**config.mk**
```make
export PLATFORM = sky130hd
export DESIGN_NAME = scdt_decode_trap
export DESIGN_NICKNAME = d
export VERILOG_FILES = /design/src/rtl/scdt_pkg.sv /design/src/rtl/scdt_decode_trap.sv /design/src/rtl/scdt_addr_gen.sv
export VERILOG_INCLUDE_DIRS = /design/src /design/src/rtl
export SDC_FILE = /design/constraint.sdc
export NUM_CORES = 1
export LEC_CHECK = 0
export ABC_AREA = 1
export BUFFER_PORTS_ARGS = -buffer_cell sky130_fd_sc_hd__buf_2
export CAP_MARGIN = 30
export CORE_ASPECT_RATIO = 0.75
export CORE_UTILIZATION = 25
export CTS_CLUSTER_DIAMETER = 80
export DETAILED_ROUTE_END_ITERATION = 7
export GPL_TIMING_DRIVEN = 1
export PLACE_DENSITY_LB_ADDON = 0.08
export SLEW_MARGIN = 10
export SYNTH_ARGS = -nofsm -noshare
export SYNTH_HDL_FRONTEND = slang
export SYNTH_HIERARCHICAL = 1
export SYNTH_SLANG_ARGS = --single-unit
```
**constraint.sdc**
```tcl
create_clock -name I_CLOCK -period 3 [get_ports I_CLOCK]
set_input_delay 0.6 -clock I_CLOCK [delete_from_list [all_inputs] [get_ports I_CLOCK]]
set_output_delay 0.6 -clock I_CLOCK [all_outputs]
set_load 0.05 [all_outputs]
```
**src/rtl/scdt_defs.svh**
```systemverilog
`ifndef SCDT_DEFS_SVH
`define SCDT_DEFS_SVH
// ----------------------------------------------------------------
// instruction field positions
// ----------------------------------------------------------------
`define SCDT_F_CLS4    27:24
`define SCDT_F_CLS3    27:25
`define SCDT_F_CPNUM   11:8
`define SCDT_F_RN      19:16
`define SCDT_F_OFF     7:0
`define SCDT_F_BODY    27:0
`define SCDT_B_CPBIT   4
`define SCDT_B_PRE     24
`define SCDT_B_UP      23
`define SCDT_B_WB      21
`define SCDT_F_MODE    4:0
// ----------------------------------------------------------------
// class codes and fixed values
// ----------------------------------------------------------------
`define SCDT_CLS_SVC   4'hF
`define SCDT_CLS_CDO   4'hE
`define SCDT_CLS_CXF   3'h6
`define SCDT_CP_CTRL   4'hF
`define SCDT_REG_PC    4'hF
`define SCDT_RET_BODY  28'h1B0F00E
`define SCDT_MODE_SVC  5'h13
`define SCDT_MODE_UND  5'h1B
`define SCDT_STAT_RST  32'h00000013
`define SCDT_VEC_SVC   32'h00000008
`define SCDT_VEC_UND   32'h00000004
`define SCDT_VEC_ABT   32'h00000010
`define SCDT_WORD_STEP 32'h00000004
`define SCDT_PC_AHEAD  32'h00000008
`define SCDT_OFF_PAD   22'h000000
`define SCDT_OFF_LOW   2'h0
`define SCDT_SVC_FETCH 3
`endif

```
**src/rtl/scdt_pkg.sv**
```systemverilog
package scdt_pkg;
  // ----------------------------------------------------------------
  // sequencer phases and trap kinds
  // ----------------------------------------------------------------
  typedef enum logic [1:0] {PH_IDLE, PH_SVC, PH_XFER} scdt_phase_t;
  typedef enum logic [1:0] {TRAP_UND, TRAP_SVC, TRAP_ABT} scdt_trap_t;

  // coprocessor transfer addressing result
  typedef struct packed {
    logic [31:0] addr;
    logic [31:0] wb_value;
    logic        wb_en;
    logic [3:0]  base_reg;
  } scdt_xfer_t;

  // whole state of the decoder
  typedef struct packed {
    scdt_phase_t phase;
    logic [2:0]  cnt;
    logic        busy;
    logic        fetch;
    logic        pc_load;
    logic [31:0] pc_value;
    logic [31:0] status;
    logic [31:0] svc_link;
    logic [31:0] svc_saved;
    logic [31:0] und_link;
    logic [31:0] und_saved;
    logic        trap;
    scdt_trap_t  trap_kind;
    logic        cp_ctrl;
    logic        addr_valid;
    logic        base_wb;
    scdt_xfer_t  xfer;
  } scdt_core_t;
endpackage

```
**src/rtl/scdt_decode_trap.sv**
```systemverilog
`timescale 1ns/1ps
`include "scdt_defs.svh"
// Contract
// - supervisor call saves next word address
// - flag-setting return restores pc and status
// - low 24 bits of call ignored
// - supervisor call costs three fetch cycles
// - only control coprocessor 15, register transfers
// - other coprocessor instructions take undefined trap
// - passing data operation always traps undefined
// - failed condition: no execution, no trap
// - data operation decodes bit 4, 24-27
// - data operation never waits for result
// - passing load or store traps undefined
// - offset shifted two, added or subtracted
// - pre bit picks offset before use
// - write-back only when write bit set
// - later words four bytes higher each
// - low address bits driven unaligned
// - pc base is instruction address plus 8
// - abort: trap, still write back base
// - supervisor call vectors 0x08, saves status
module scdt_decode_trap #(
  parameter bit          XFER_TRAPS = 1'b1,
  parameter int unsigned SVC_FETCHES = `SCDT_SVC_FETCH,
  parameter logic [31:0] UND_VECTOR = `SCDT_VEC_UND,
  parameter logic [31:0] ABT_VECTOR = `SCDT_VEC_ABT
) (
  input  wire logic                I_CLOCK,
  input  wire logic                I_RST_N,
  input  wire logic                I_INSTR_VALID,
  input  wire logic [31:0]         I_INSTR,
  input  wire logic [31:0]         I_INSTR_ADDR,
  input  wire logic                I_COND_PASS,
  input  wire logic [31:0]         I_BASE_VALUE,
  input  wire logic                I_WORD_ACK,
  input  wire logic                I_XFER_LAST,
  input  wire logic                I_MEM_ABORT,
  output logic                     O_BUSY,
  output logic                     O_FETCH,
  output logic                     O_PC_LOAD,
  output logic [31:0]              O_PC_VALUE,
  output logic [31:0]              O_STATUS,
  output logic [31:0]              O_SVC_LINK,
  output logic [31:0]              O_SVC_SAVED,
  output logic [31:0]              O_UND_LINK,
  output logic [31:0]              O_UND_SAVED,
  output logic                     O_TRAP,
  output scdt_pkg::scdt_trap_t     O_TRAP_KIND,
  output logic                     O_CP_CTRL,
  output logic                     O_ADDR_VALID,
  output logic [31:0]              O_ADDR,
  output logic                     O_BASE_WB,
  output logic [31:0]              O_BASE_WB_VALUE,
  output logic [3:0]               O_BASE_REG
);
  // ----------------------------------------------------------------
  // elaboration checks
  // ----------------------------------------------------------------
  if (SVC_FETCHES < 2 || SVC_FETCHES > 7) begin : g_chk_fetch
    $error("SVC_FETCHES must lie in 2..7");
  end

  localparam logic [2:0] LAST_FETCH = 3'(SVC_FETCHES - 1);

  scdt_pkg::scdt_core_t s_r;
  scdt_pkg::scdt_core_t s_nxt;
  scdt_pkg::scdt_xfer_t gen_xfer;

  logic accept;
  logic is_svc;
  logic is_cdo;
  logic is_cxf;
  logic is_crt;
  logic is_ret;
  logic in_svc;

  // ----------------------------------------------------------------
  // helpers
  // ----------------------------------------------------------------
  // next word address, used for links and multi-word steps
  function automatic logic [31:0] word_after(input logic [31:0] a);
    word_after = a + `SCDT_WORD_STEP;
  endfunction

  // ----------------------------------------------------------------
  // addressing of coprocessor transfers
  // ----------------------------------------------------------------
  scdt_addr_gen u_addr_gen (
    .i_instr      (I_INSTR),
    .i_instr_addr (I_INSTR_ADDR),
    .i_base_value (I_BASE_VALUE),
    .o_xfer       (gen_xfer)
  );

  // ----------------------------------------------------------------
  // class decode
  // ----------------------------------------------------------------
  // a failed condition accepts nothing
  assign accept = I_INSTR_VALID && !s_r.busy && I_COND_PASS;
  // comment field below bit 24 is never looked at
  assign is_svc = I_INSTR[`SCDT_F_CLS4] == `SCDT_CLS_SVC;
  // data operation: bits 24-27 and bit 4 only
  assign is_cdo = I_INSTR[`SCDT_F_CLS4] == `SCDT_CLS_CDO &&
                  !I_INSTR[`SCDT_B_CPBIT];
  assign is_crt = I_INSTR[`SCDT_F_CLS4] == `SCDT_CLS_CDO &&
                  I_INSTR[`SCDT_B_CPBIT];
  assign is_cxf = I_INSTR[`SCDT_F_CLS3] == `SCDT_CLS_CXF;
  assign in_svc = s_r.status[`SCDT_F_MODE] == `SCDT_MODE_SVC;
  assign is_ret = I_INSTR[`SCDT_F_BODY] == `SCDT_RET_BODY && in_svc;

  // ----------------------------------------------------------------
  // next state
  // ----------------------------------------------------------------
  always_comb begin
    s_nxt            = s_r;
    s_nxt.fetch      = 1'b0;
    s_nxt.pc_load    = 1'b0;
    s_nxt.trap       = 1'b0;
    s_nxt.cp_ctrl    = 1'b0;
    s_nxt.base_wb    = 1'b0;
    unique case (s_r.phase)
      scdt_pkg::PH_IDLE: begin
        if (accept && is_svc) begin
          // single copy of link and saved status
          s_nxt.svc_link  = word_after(I_INSTR_ADDR);
          s_nxt.svc_saved = s_r.status;
          s_nxt.status[`SCDT_F_MODE] = `SCDT_MODE_SVC;
          s_nxt.trap      = 1'b1;
          s_nxt.trap_kind = scdt_pkg::TRAP_SVC;
          s_nxt.fetch     = 1'b1;
          s_nxt.cnt       = 3'h1;
          s_nxt.busy      = 1'b1;
          s_nxt.phase     = scdt_pkg::PH_SVC;
        end else if (accept && (is_cdo || (is_cxf && XFER_TRAPS) ||
                     (is_crt && I_INSTR[`SCDT_F_CPNUM] != `SCDT_CP_CTRL))) begin
          // emulate in software: one cycle, no wait
          s_nxt.und_link  = word_after(I_INSTR_ADDR);
          s_nxt.und_saved = s_r.status;
          s_nxt.status[`SCDT_F_MODE] = `SCDT_MODE_UND;
          s_nxt.trap      = 1'b1;
          s_nxt.trap_kind = scdt_pkg::TRAP_UND;
          s_nxt.pc_load   = 1'b1;
          s_nxt.pc_value  = UND_VECTOR;
        end else if (accept && is_crt) begin
          // control coprocessor reached by register transfer
          s_nxt.cp_ctrl = 1'b1;
        end else if (accept && is_cxf) begin
          // core performs the transfer itself
          s_nxt.xfer       = gen_xfer;
          s_nxt.addr_valid = 1'b1;
          s_nxt.busy       = 1'b1;
          s_nxt.phase      = scdt_pkg::PH_XFER;
        end else if (accept && is_ret) begin
          // return to caller with its status word
          s_nxt.pc_load  = 1'b1;
          s_nxt.pc_value = s_r.svc_link;
          s_nxt.status   = s_r.svc_saved;
        end
      end
      scdt_pkg::PH_SVC: begin
        // one fetch per cycle, vector taken with the last
        s_nxt.fetch = 1'b1;
        s_nxt.cnt   = s_r.cnt + 3'h1;
        if (s_r.cnt == LAST_FETCH) begin
          s_nxt.pc_load  = 1'b1;
          s_nxt.pc_value = `SCDT_VEC_SVC;
          s_nxt.busy     = 1'b0;
          s_nxt.cnt      = 3'h0;
          s_nxt.phase    = scdt_pkg::PH_IDLE;
        end
      end
      scdt_pkg::PH_XFER: begin
        if (I_MEM_ABORT) begin
          // abort keeps write-back and traps, status word unchanged
          s_nxt.base_wb    = s_r.xfer.wb_en;
          s_nxt.trap       = 1'b1;
          s_nxt.trap_kind  = scdt_pkg::TRAP_ABT;
          s_nxt.pc_load    = 1'b1;
          s_nxt.pc_value   = ABT_VECTOR;
          s_nxt.addr_valid = 1'b0;
          s_nxt.busy       = 1'b0;
          s_nxt.phase      = scdt_pkg::PH_IDLE;
        end else if (I_WORD_ACK && I_XFER_LAST) begin
          // software never asks write-back to pc base
          s_nxt.base_wb    = s_r.xfer.wb_en;
          s_nxt.addr_valid = 1'b0;
          s_nxt.busy       = 1'b0;
          s_nxt.phase      = scdt_pkg::PH_IDLE;
        end else if (I_WORD_ACK) begin
          s_nxt.xfer.addr = word_after(s_r.xfer.addr);
        end
      end
    endcase
  end

  // ----------------------------------------------------------------
  // state register
  // ----------------------------------------------------------------
  always_ff @(posedge I_CLOCK) begin
    if (!I_RST_N) begin
      s_r        <= '0;
      s_r.status <= `SCDT_STAT_RST;
    end else begin
      s_r <= s_nxt;
    end
  end

  // ----------------------------------------------------------------
  // outputs
  // ----------------------------------------------------------------
  assign O_BUSY          = s_r.busy;
  assign O_FETCH         = s_r.fetch;
  assign O_PC_LOAD       = s_r.pc_load;
  assign O_PC_VALUE      = s_r.pc_value;
  assign O_STATUS        = s_r.status;
  assign O_SVC_LINK      = s_r.svc_link;
  assign O_SVC_SAVED     = s_r.svc_saved;
  assign O_UND_LINK      = s_r.und_link;
  assign O_UND_SAVED     = s_r.und_saved;
  assign O_TRAP          = s_r.trap;
  assign O_TRAP_KIND     = s_r.trap_kind;
  assign O_CP_CTRL       = s_r.cp_ctrl;
  assign O_ADDR_VALID    = s_r.addr_valid;
  assign O_ADDR          = s_r.xfer.addr;
  assign O_BASE_WB       = s_r.base_wb;
  assign O_BASE_WB_VALUE = s_r.xfer.wb_value;
  assign O_BASE_REG      = s_r.xfer.base_reg;

  logic svc_take;
  logic cdo_take;
  logic xfer_take;
  assign svc_take = accept && is_svc && !s_r.busy;
  assign cdo_take = accept && is_cdo;
  // transfer performed by the core rather than trapped
  assign xfer_take = accept && is_cxf && !XFER_TRAPS;
endmodule

```
**src/rtl/scdt_addr_gen.sv**
```systemverilog
`timescale 1ns/1ps
`include "scdt_defs.svh"
module scdt_addr_gen (
  input  wire logic [31:0]       i_instr,
  input  wire logic [31:0]       i_instr_addr,
  input  wire logic [31:0]       i_base_value,
  output scdt_pkg::scdt_xfer_t   o_xfer
);
  logic [31:0] base;
  logic [31:0] offset;
  logic [31:0] modified;

  // ----------------------------------------------------------------
  // base, scaled offset and indexing
  // ----------------------------------------------------------------
  always_comb begin
    // pc base reads two words ahead of the instruction
    base = (i_instr[`SCDT_F_RN] == `SCDT_REG_PC) ?
           i_instr_addr + `SCDT_PC_AHEAD : i_base_value;
    // unsigned word offset scaled to bytes
    offset   = {`SCDT_OFF_PAD, i_instr[`SCDT_F_OFF], `SCDT_OFF_LOW};
    modified = i_instr[`SCDT_B_UP] ? base + offset : base - offset;
    // low address bits pass unaligned
    o_xfer.addr     = i_instr[`SCDT_B_PRE] ? modified : base;
    o_xfer.wb_value = modified;
    o_xfer.wb_en    = i_instr[`SCDT_B_WB];
    o_xfer.base_reg = i_instr[`SCDT_F_RN];
  end
endmodule

```
Word level (Yosys, flattened, before mapping)

Cells that the tools add are included.

Add/subtract/negate cells: 6
Eq/ne operators: 30
Multiplexer cells: 51
Bitwise logic cells: 6
Reduce and logical (&&, ||, !) cells: 33

Operators by type and width:

| operator              | count |
|---|---|
| $mux 69               | 4 |
| $mux 65               | 3 |
| $mux 32               | 6 |
| $mux 33               | 3 |
| $pmux 33 s3           | 1 |
| $add 32x3->32 const B | 2 |
| $pmux 32 s2           | 1 |
| $mux 60               | 1 |
| $add 32x10->32        | 1 |
| $add 32x4->32 const B | 1 |
| $sub 32x10->32        | 1 |
| $ne 3x3->1 const B    | 10 |
| $eq 28x25->1 const B  | 1 |
| $mux 27               | 1 |
| $ne 2x2->1 const B    | 10 |
| $reduce_and 6->1      | 3 |
| $mux 2                | 8 |
| $eq 4x4->1 const B    | 3 |
| $logic_and 1x1->1     | 12 |
| $mux 3                | 4 |
| $pmux 3 s2            | 2 |
| $mux 1                | 10 |
| $mux 5                | 2 |
| $reduce_and 5->1      | 2 |
| 22 further kinds      | 34 |

Bits in registers: 275
Input port bits: 103
Output and inout bits: 269
Word-level logic and storage cells: 147

Depth between registers and ports, before layout

Word-level depth: 10
Gate-level depth with buffers: 15

Worst setup path before layout

OpenSTA, ideal clock, no wires.

Path kind: in2reg
Start: input I_INSTR_VALID
End: register s_r, in the netlist O_PC_VALUE[0]
Arrival time: 1,684 ps
Data required time: 2,886 ps
Slack: 1,202 ps
Cell stages on the path: 10
Buffers on the path: 1
Cell sequence: nand2_2 -> nor2_4 -> nand3b_2 -> nor2_4 -> nand3_4 -> nand2_4 -> nand2_4 -> buf_2 -> a21oi_1 -> nor2_1

Longest elaborated chain between the ends: 6
Elaborated cells on any way between the ends: 15
Classes of those cells: eq/ne (4); mux (3); reduce/logical (8)

RTL lines:

| element                            | line                    | text |
|---|---|---|
| from (decl)                        | scdt_decode_trap.sv:31  | `input wire logic I_INSTR_VALID,` |
| $logic_and 1x1->1 (*) (2 in a row) | scdt_decode_trap.sv:100 | `assign accept = I_INSTR_VALID && !s_r.busy && I_COND_PASS;` |
| $logic_and 1x1->1                  | scdt_decode_trap.sv:135 | `end else if (accept && (is_cdo \|\| (is_cxf && XFER_TRAPS) \|\|` |
| $mux 33                            | scdt_decode_trap.sv:135 |  |
| $mux 60                            | scdt_decode_trap.sv:124 | `if (accept && is_svc) begin` |
| $pmux 33 s3                        | scdt_decode_trap.sv:122 | `unique case (s_r.phase)` |
| to (signal assigned)               | scdt_decode_trap.sv:205 | `s_r <= s_nxt;` |
| to (decl)                          | scdt_decode_trap.sv:66  | `scdt_pkg::scdt_core_t s_r;` |

Mark *: on every way between the ends. The rest lies on a longest branch, timed or not. The select of a mux whose other input is x is not followed.
A chain may end at the register's enable or synchronous reset.

Final worst setup path

Start: register s_r[273] (netlist bit)
End: register s_r, in the netlist O_ADDR[9]

Longest elaborated chain between the ends: 3
Elaborated cells on any way between the ends: 12
Classes of those cells: eq/ne (8); mux (1); reduce/logical (3)

RTL lines:

| element                                                                 | line |
|---|---|
| $eq 2x2->1 / $logic_not 2->1 (equally long branches)                    | scdt_decode_trap.sv:122 |
| $ne 2x2->1 (no source line) / $reduce_bool 2->1 (equally long branches) | - |
| $reduce_and 8->1 (no source line)                                       | - |

Several ways; a longest one is shown, not always the timed one.

==> qor.yml <==
global_routing:
  grt_pass1_wl_um: 64170
  track_usage: 0.1513
  grt_max_degree: 225
  grt_pass1_vias: 10271
  grt_antenna_before_repair: 5
  grt_overflow: 0
sta:
  fin_skew_ns: 0.01573
  layout_setup_ws_ns: 0.6902
  final.setup.tns_ns: 0
  relSlewSlack: 0.3082
  tightest_slew_ns: 1.038
  finalMaxSlewViolations: 0
  timing.fmax_mhz: 432.9
  rsz0062_at_grt: "false"
  setup_viol: 0
  min_period_ns: 2.310
  fin_crit_sh: 0.7699
  hold_viol_final: 0
floorplan:
  die_y_um: 202.8
  initial_core_util: 0.2532
  dieArea_um2: 54680
  pin_count: 372
  coreArea_um2: 53070
  die-width_um: 269.7
  rows: 73
finish:
  layout-drive-gt1-share: 0.2317
  fin_nets: 1974
  syn_to_final_growth_pct: 11.40
  seqCellArea_um2: 5505
  fillers: 5856
  multi_input_area_um2: 4793
clocking:
  cts.path.max_buffers: 3
  postCtsSetupBuffers: 0
  postCtsHoldBufs: 0
  path_clk_slew_ns: 0.06
  cts_inserted_buffers: 35
  cts_tree: "done"
  cts_resized: 0
  insertion_delay_ns: 0.54
  root_buffer: "clkbuf_16"
  ctsHtreeMaxLevel: 2
  clkSinkCount: 275
power:
  ir_drop_mv: 0.3218
  p_per_area_nw_per_um2: 619.2
  p_leak_nw: 7.345
synthesis:
  yosysSeqAreaShare: 0.4098
  synthTopCellsByArea: "dfxtp_1, buf_4, nand2_1, a21oi_1, inv_1"
  synth_top_area_frac: 0.4098
  synth.avg_cell_area_um2: 7.394
  synth_edf_count: 0
  netlist_area_um2: 13440
  synth_cells: 1817
  yosysUniqueCellTypes: 45
  async_flop_share: 0
  ys.flop_type: "dfxtp_1"
  synth_seq_cells: 275
  synth_fp_nets: 1926
  yosys_warnings: 6
  synth.largest_area_cell: "dfxtp_1"
drt:
  routed_wl_um: 42100
  wl_per_cell_um: 16.16
  detail-route-antenna-nets: 0
  vias: 10683
  drtPass1Iterations: 6
  viasPerCell: 4.101
  drc: 0
  drt_iter0_drc: 552
critical_path:
  reg2reg_depth: 12
  reg2reg_from: "s_r[273]$_SDFFE_PN0P_"
  crit_type: "reg2reg"
  reg2reg_slack_ns: 0.69
  endpoint_kind: "flip-flop"
  crit_required_ns: 3.42
  reg2reg_to: "O_ADDR[9]$_SDFFE_PN0P_"
  cp_max_fo: 18
  start_kind: "flip-flop"
  crit_arrival_ns: 2.73
hold_path:
  hp-class: "in2reg"
  hold_depth: 3
  hold_end: "O_UND_LINK[0]$_SDFFE_PN0P_"
  hp-start: "I_INSTR_ADDR[0]"
run_status:
  status: "completed"
place:
  dp_hpwl_um: 30000
  dp_slack_ns: 0.5711
  place_congestion: 0.7989
  io_buffers: 335
run:
  maxCapViolCount: 0
## synthesized netlist by cell type (all sizes together) (6+ instances only)
cell type	n
a21oi	157
buf	298
clkbuf	38
dfxtp	275
ha	6
inv	214
nand2	328
nand3	43
nand3b	9
nand4	12
nor2	189
nor3	39
o21ai	123
o21bai	17
xnor2	12
xor2	28
## cells by family after synthesis
kind of cell    Yosys count  share of synthesized area
flops                   275                     0.4098
fa+ha+maj                 6                   0.005587
simple gates            632                     0.2022
compound gates          313                     0.1227
buf+inv                 551                     0.2337
xor+xnor                 40                    0.02608
## sequential cells by signal (all words and copies together) (netlist names), 2 cells and up
register	cells
O_SVC_SAVED	32
O_UND_SAVED	32
O_STATUS	32
O_ADDR	32
O_UND_LINK	32
s_r	6
O_BASE_REG	4
O_PC_VALUE	32
O_SVC_LINK	32
O_TRAP_KIND	2
O_BASE_WB_VALUE	32
## final cells by class
cell class                      count  share of cell area
Multi-Input combinational cell    991              0.3203
Sequential cell                   275              0.3678
Clock buffer                       52             0.06830
Timing Repair Buffer              347              0.1226
Tap cell                          712             0.05952
Antenna cell                        3           0.0005016
Inverter                          215             0.05392
Clock inverter                     10            0.007022
## layer usage
metal	vias to the layer above	share of wire	track usage
met3	58	0.072	0.04743
met2	248	0.45	0.2415
met5	-	0.00045	0
met1	4842	0.46	0.1958
li1	5531	-	-
met4	4	0.020	0.04200
## placed cells by master, fill, tap and decap left out, drive strengths merged
cell	n
xnor2	12
nor3b	4
inv	214
o211ai	1
clkbuf	52
ha	6
or3	1
a32o	1
o21bai	17
nor4	2
diode	3
o21a	3
nand3	43
a21oi	157
xor2	28
nand4	12
clkinvlp	2
nand2	328
a211oi	2
o21ai	123
clkinv	7
or2	4
nand3b	9
and3	1
nor2	189
nor3	39
a21boi	1
a31oi	5
o22ai	3
dfxtp	275
bufinv	2
buf	347
## worst max path at each step
stage / from / to / slack (ns)
2_1_floorplan: I_INSTR_VALID / O_PC_VALUE[0]$_SDFFE_PN0P_ / 1.20
3_3_place_gp: I_INSTR_ADDR[2] / O_UND_LINK[17]$_SDFFE_PN0P_ / 0.60
3_5_place_dp: I_INSTR_ADDR[2] / O_UND_LINK[17]$_SDFFE_PN0P_ / 0.57
4_1_cts: s_r[273]$_SDFFE_PN0P_ / O_ADDR[9]$_SDFFE_PN0P_ / 0.68
5_1_grt: s_r[273]$_SDFFE_PN0P_ / O_ADDR[9]$_SDFFE_PN0P_ / 0.43
6_report: s_r[273]$_SDFFE_PN0P_ / O_ADDR[9]$_SDFFE_PN0P_ / 0.69
## critical path: stages (launching register included)
cell,delay (ns)
dfxtp_1,0.34
inv_1,0.11
ha_1,0.39
inv_2,0.10
nor2_4,0.15
nand3b_1,0.10
o21ai_2,0.09
nand2_2,0.11
nor2_8,0.27
nand2_1,0.15
nor2_2,0.16
xor2_1,0.17
nor2_1,0.05
## where the power goes
part	internal, W	switching, W	leakage [nW]	total (W)
combinational	0.000286	0.000905	4.57	0.00119
sequential	0.00377	0.0000596	2.22	0.00383
clock	0.00253	0.00172	0.550	0.00425
total	0.00659	0.00268	7.34	0.00927
## per-stage QoR
stage                     std cells  utilization  cell area, µm²  hold slack [ns]  power, W
after floorplan                1817            -           13440           0.4051  0.004935
final                          2605       0.2820           14970           0.3151  0.009268
after CTS                      2602       0.2819           14960           0.2815  0.009482
after detailed placement       2540       0.2607           13830           0.4131  0.005126
after global routing           2603       0.2819           14960           0.3144  0.009722
after global placement         2540       0.2607           13830           0.4105  0.005124
No activity file was read; power rests on OpenSTA's default activity.
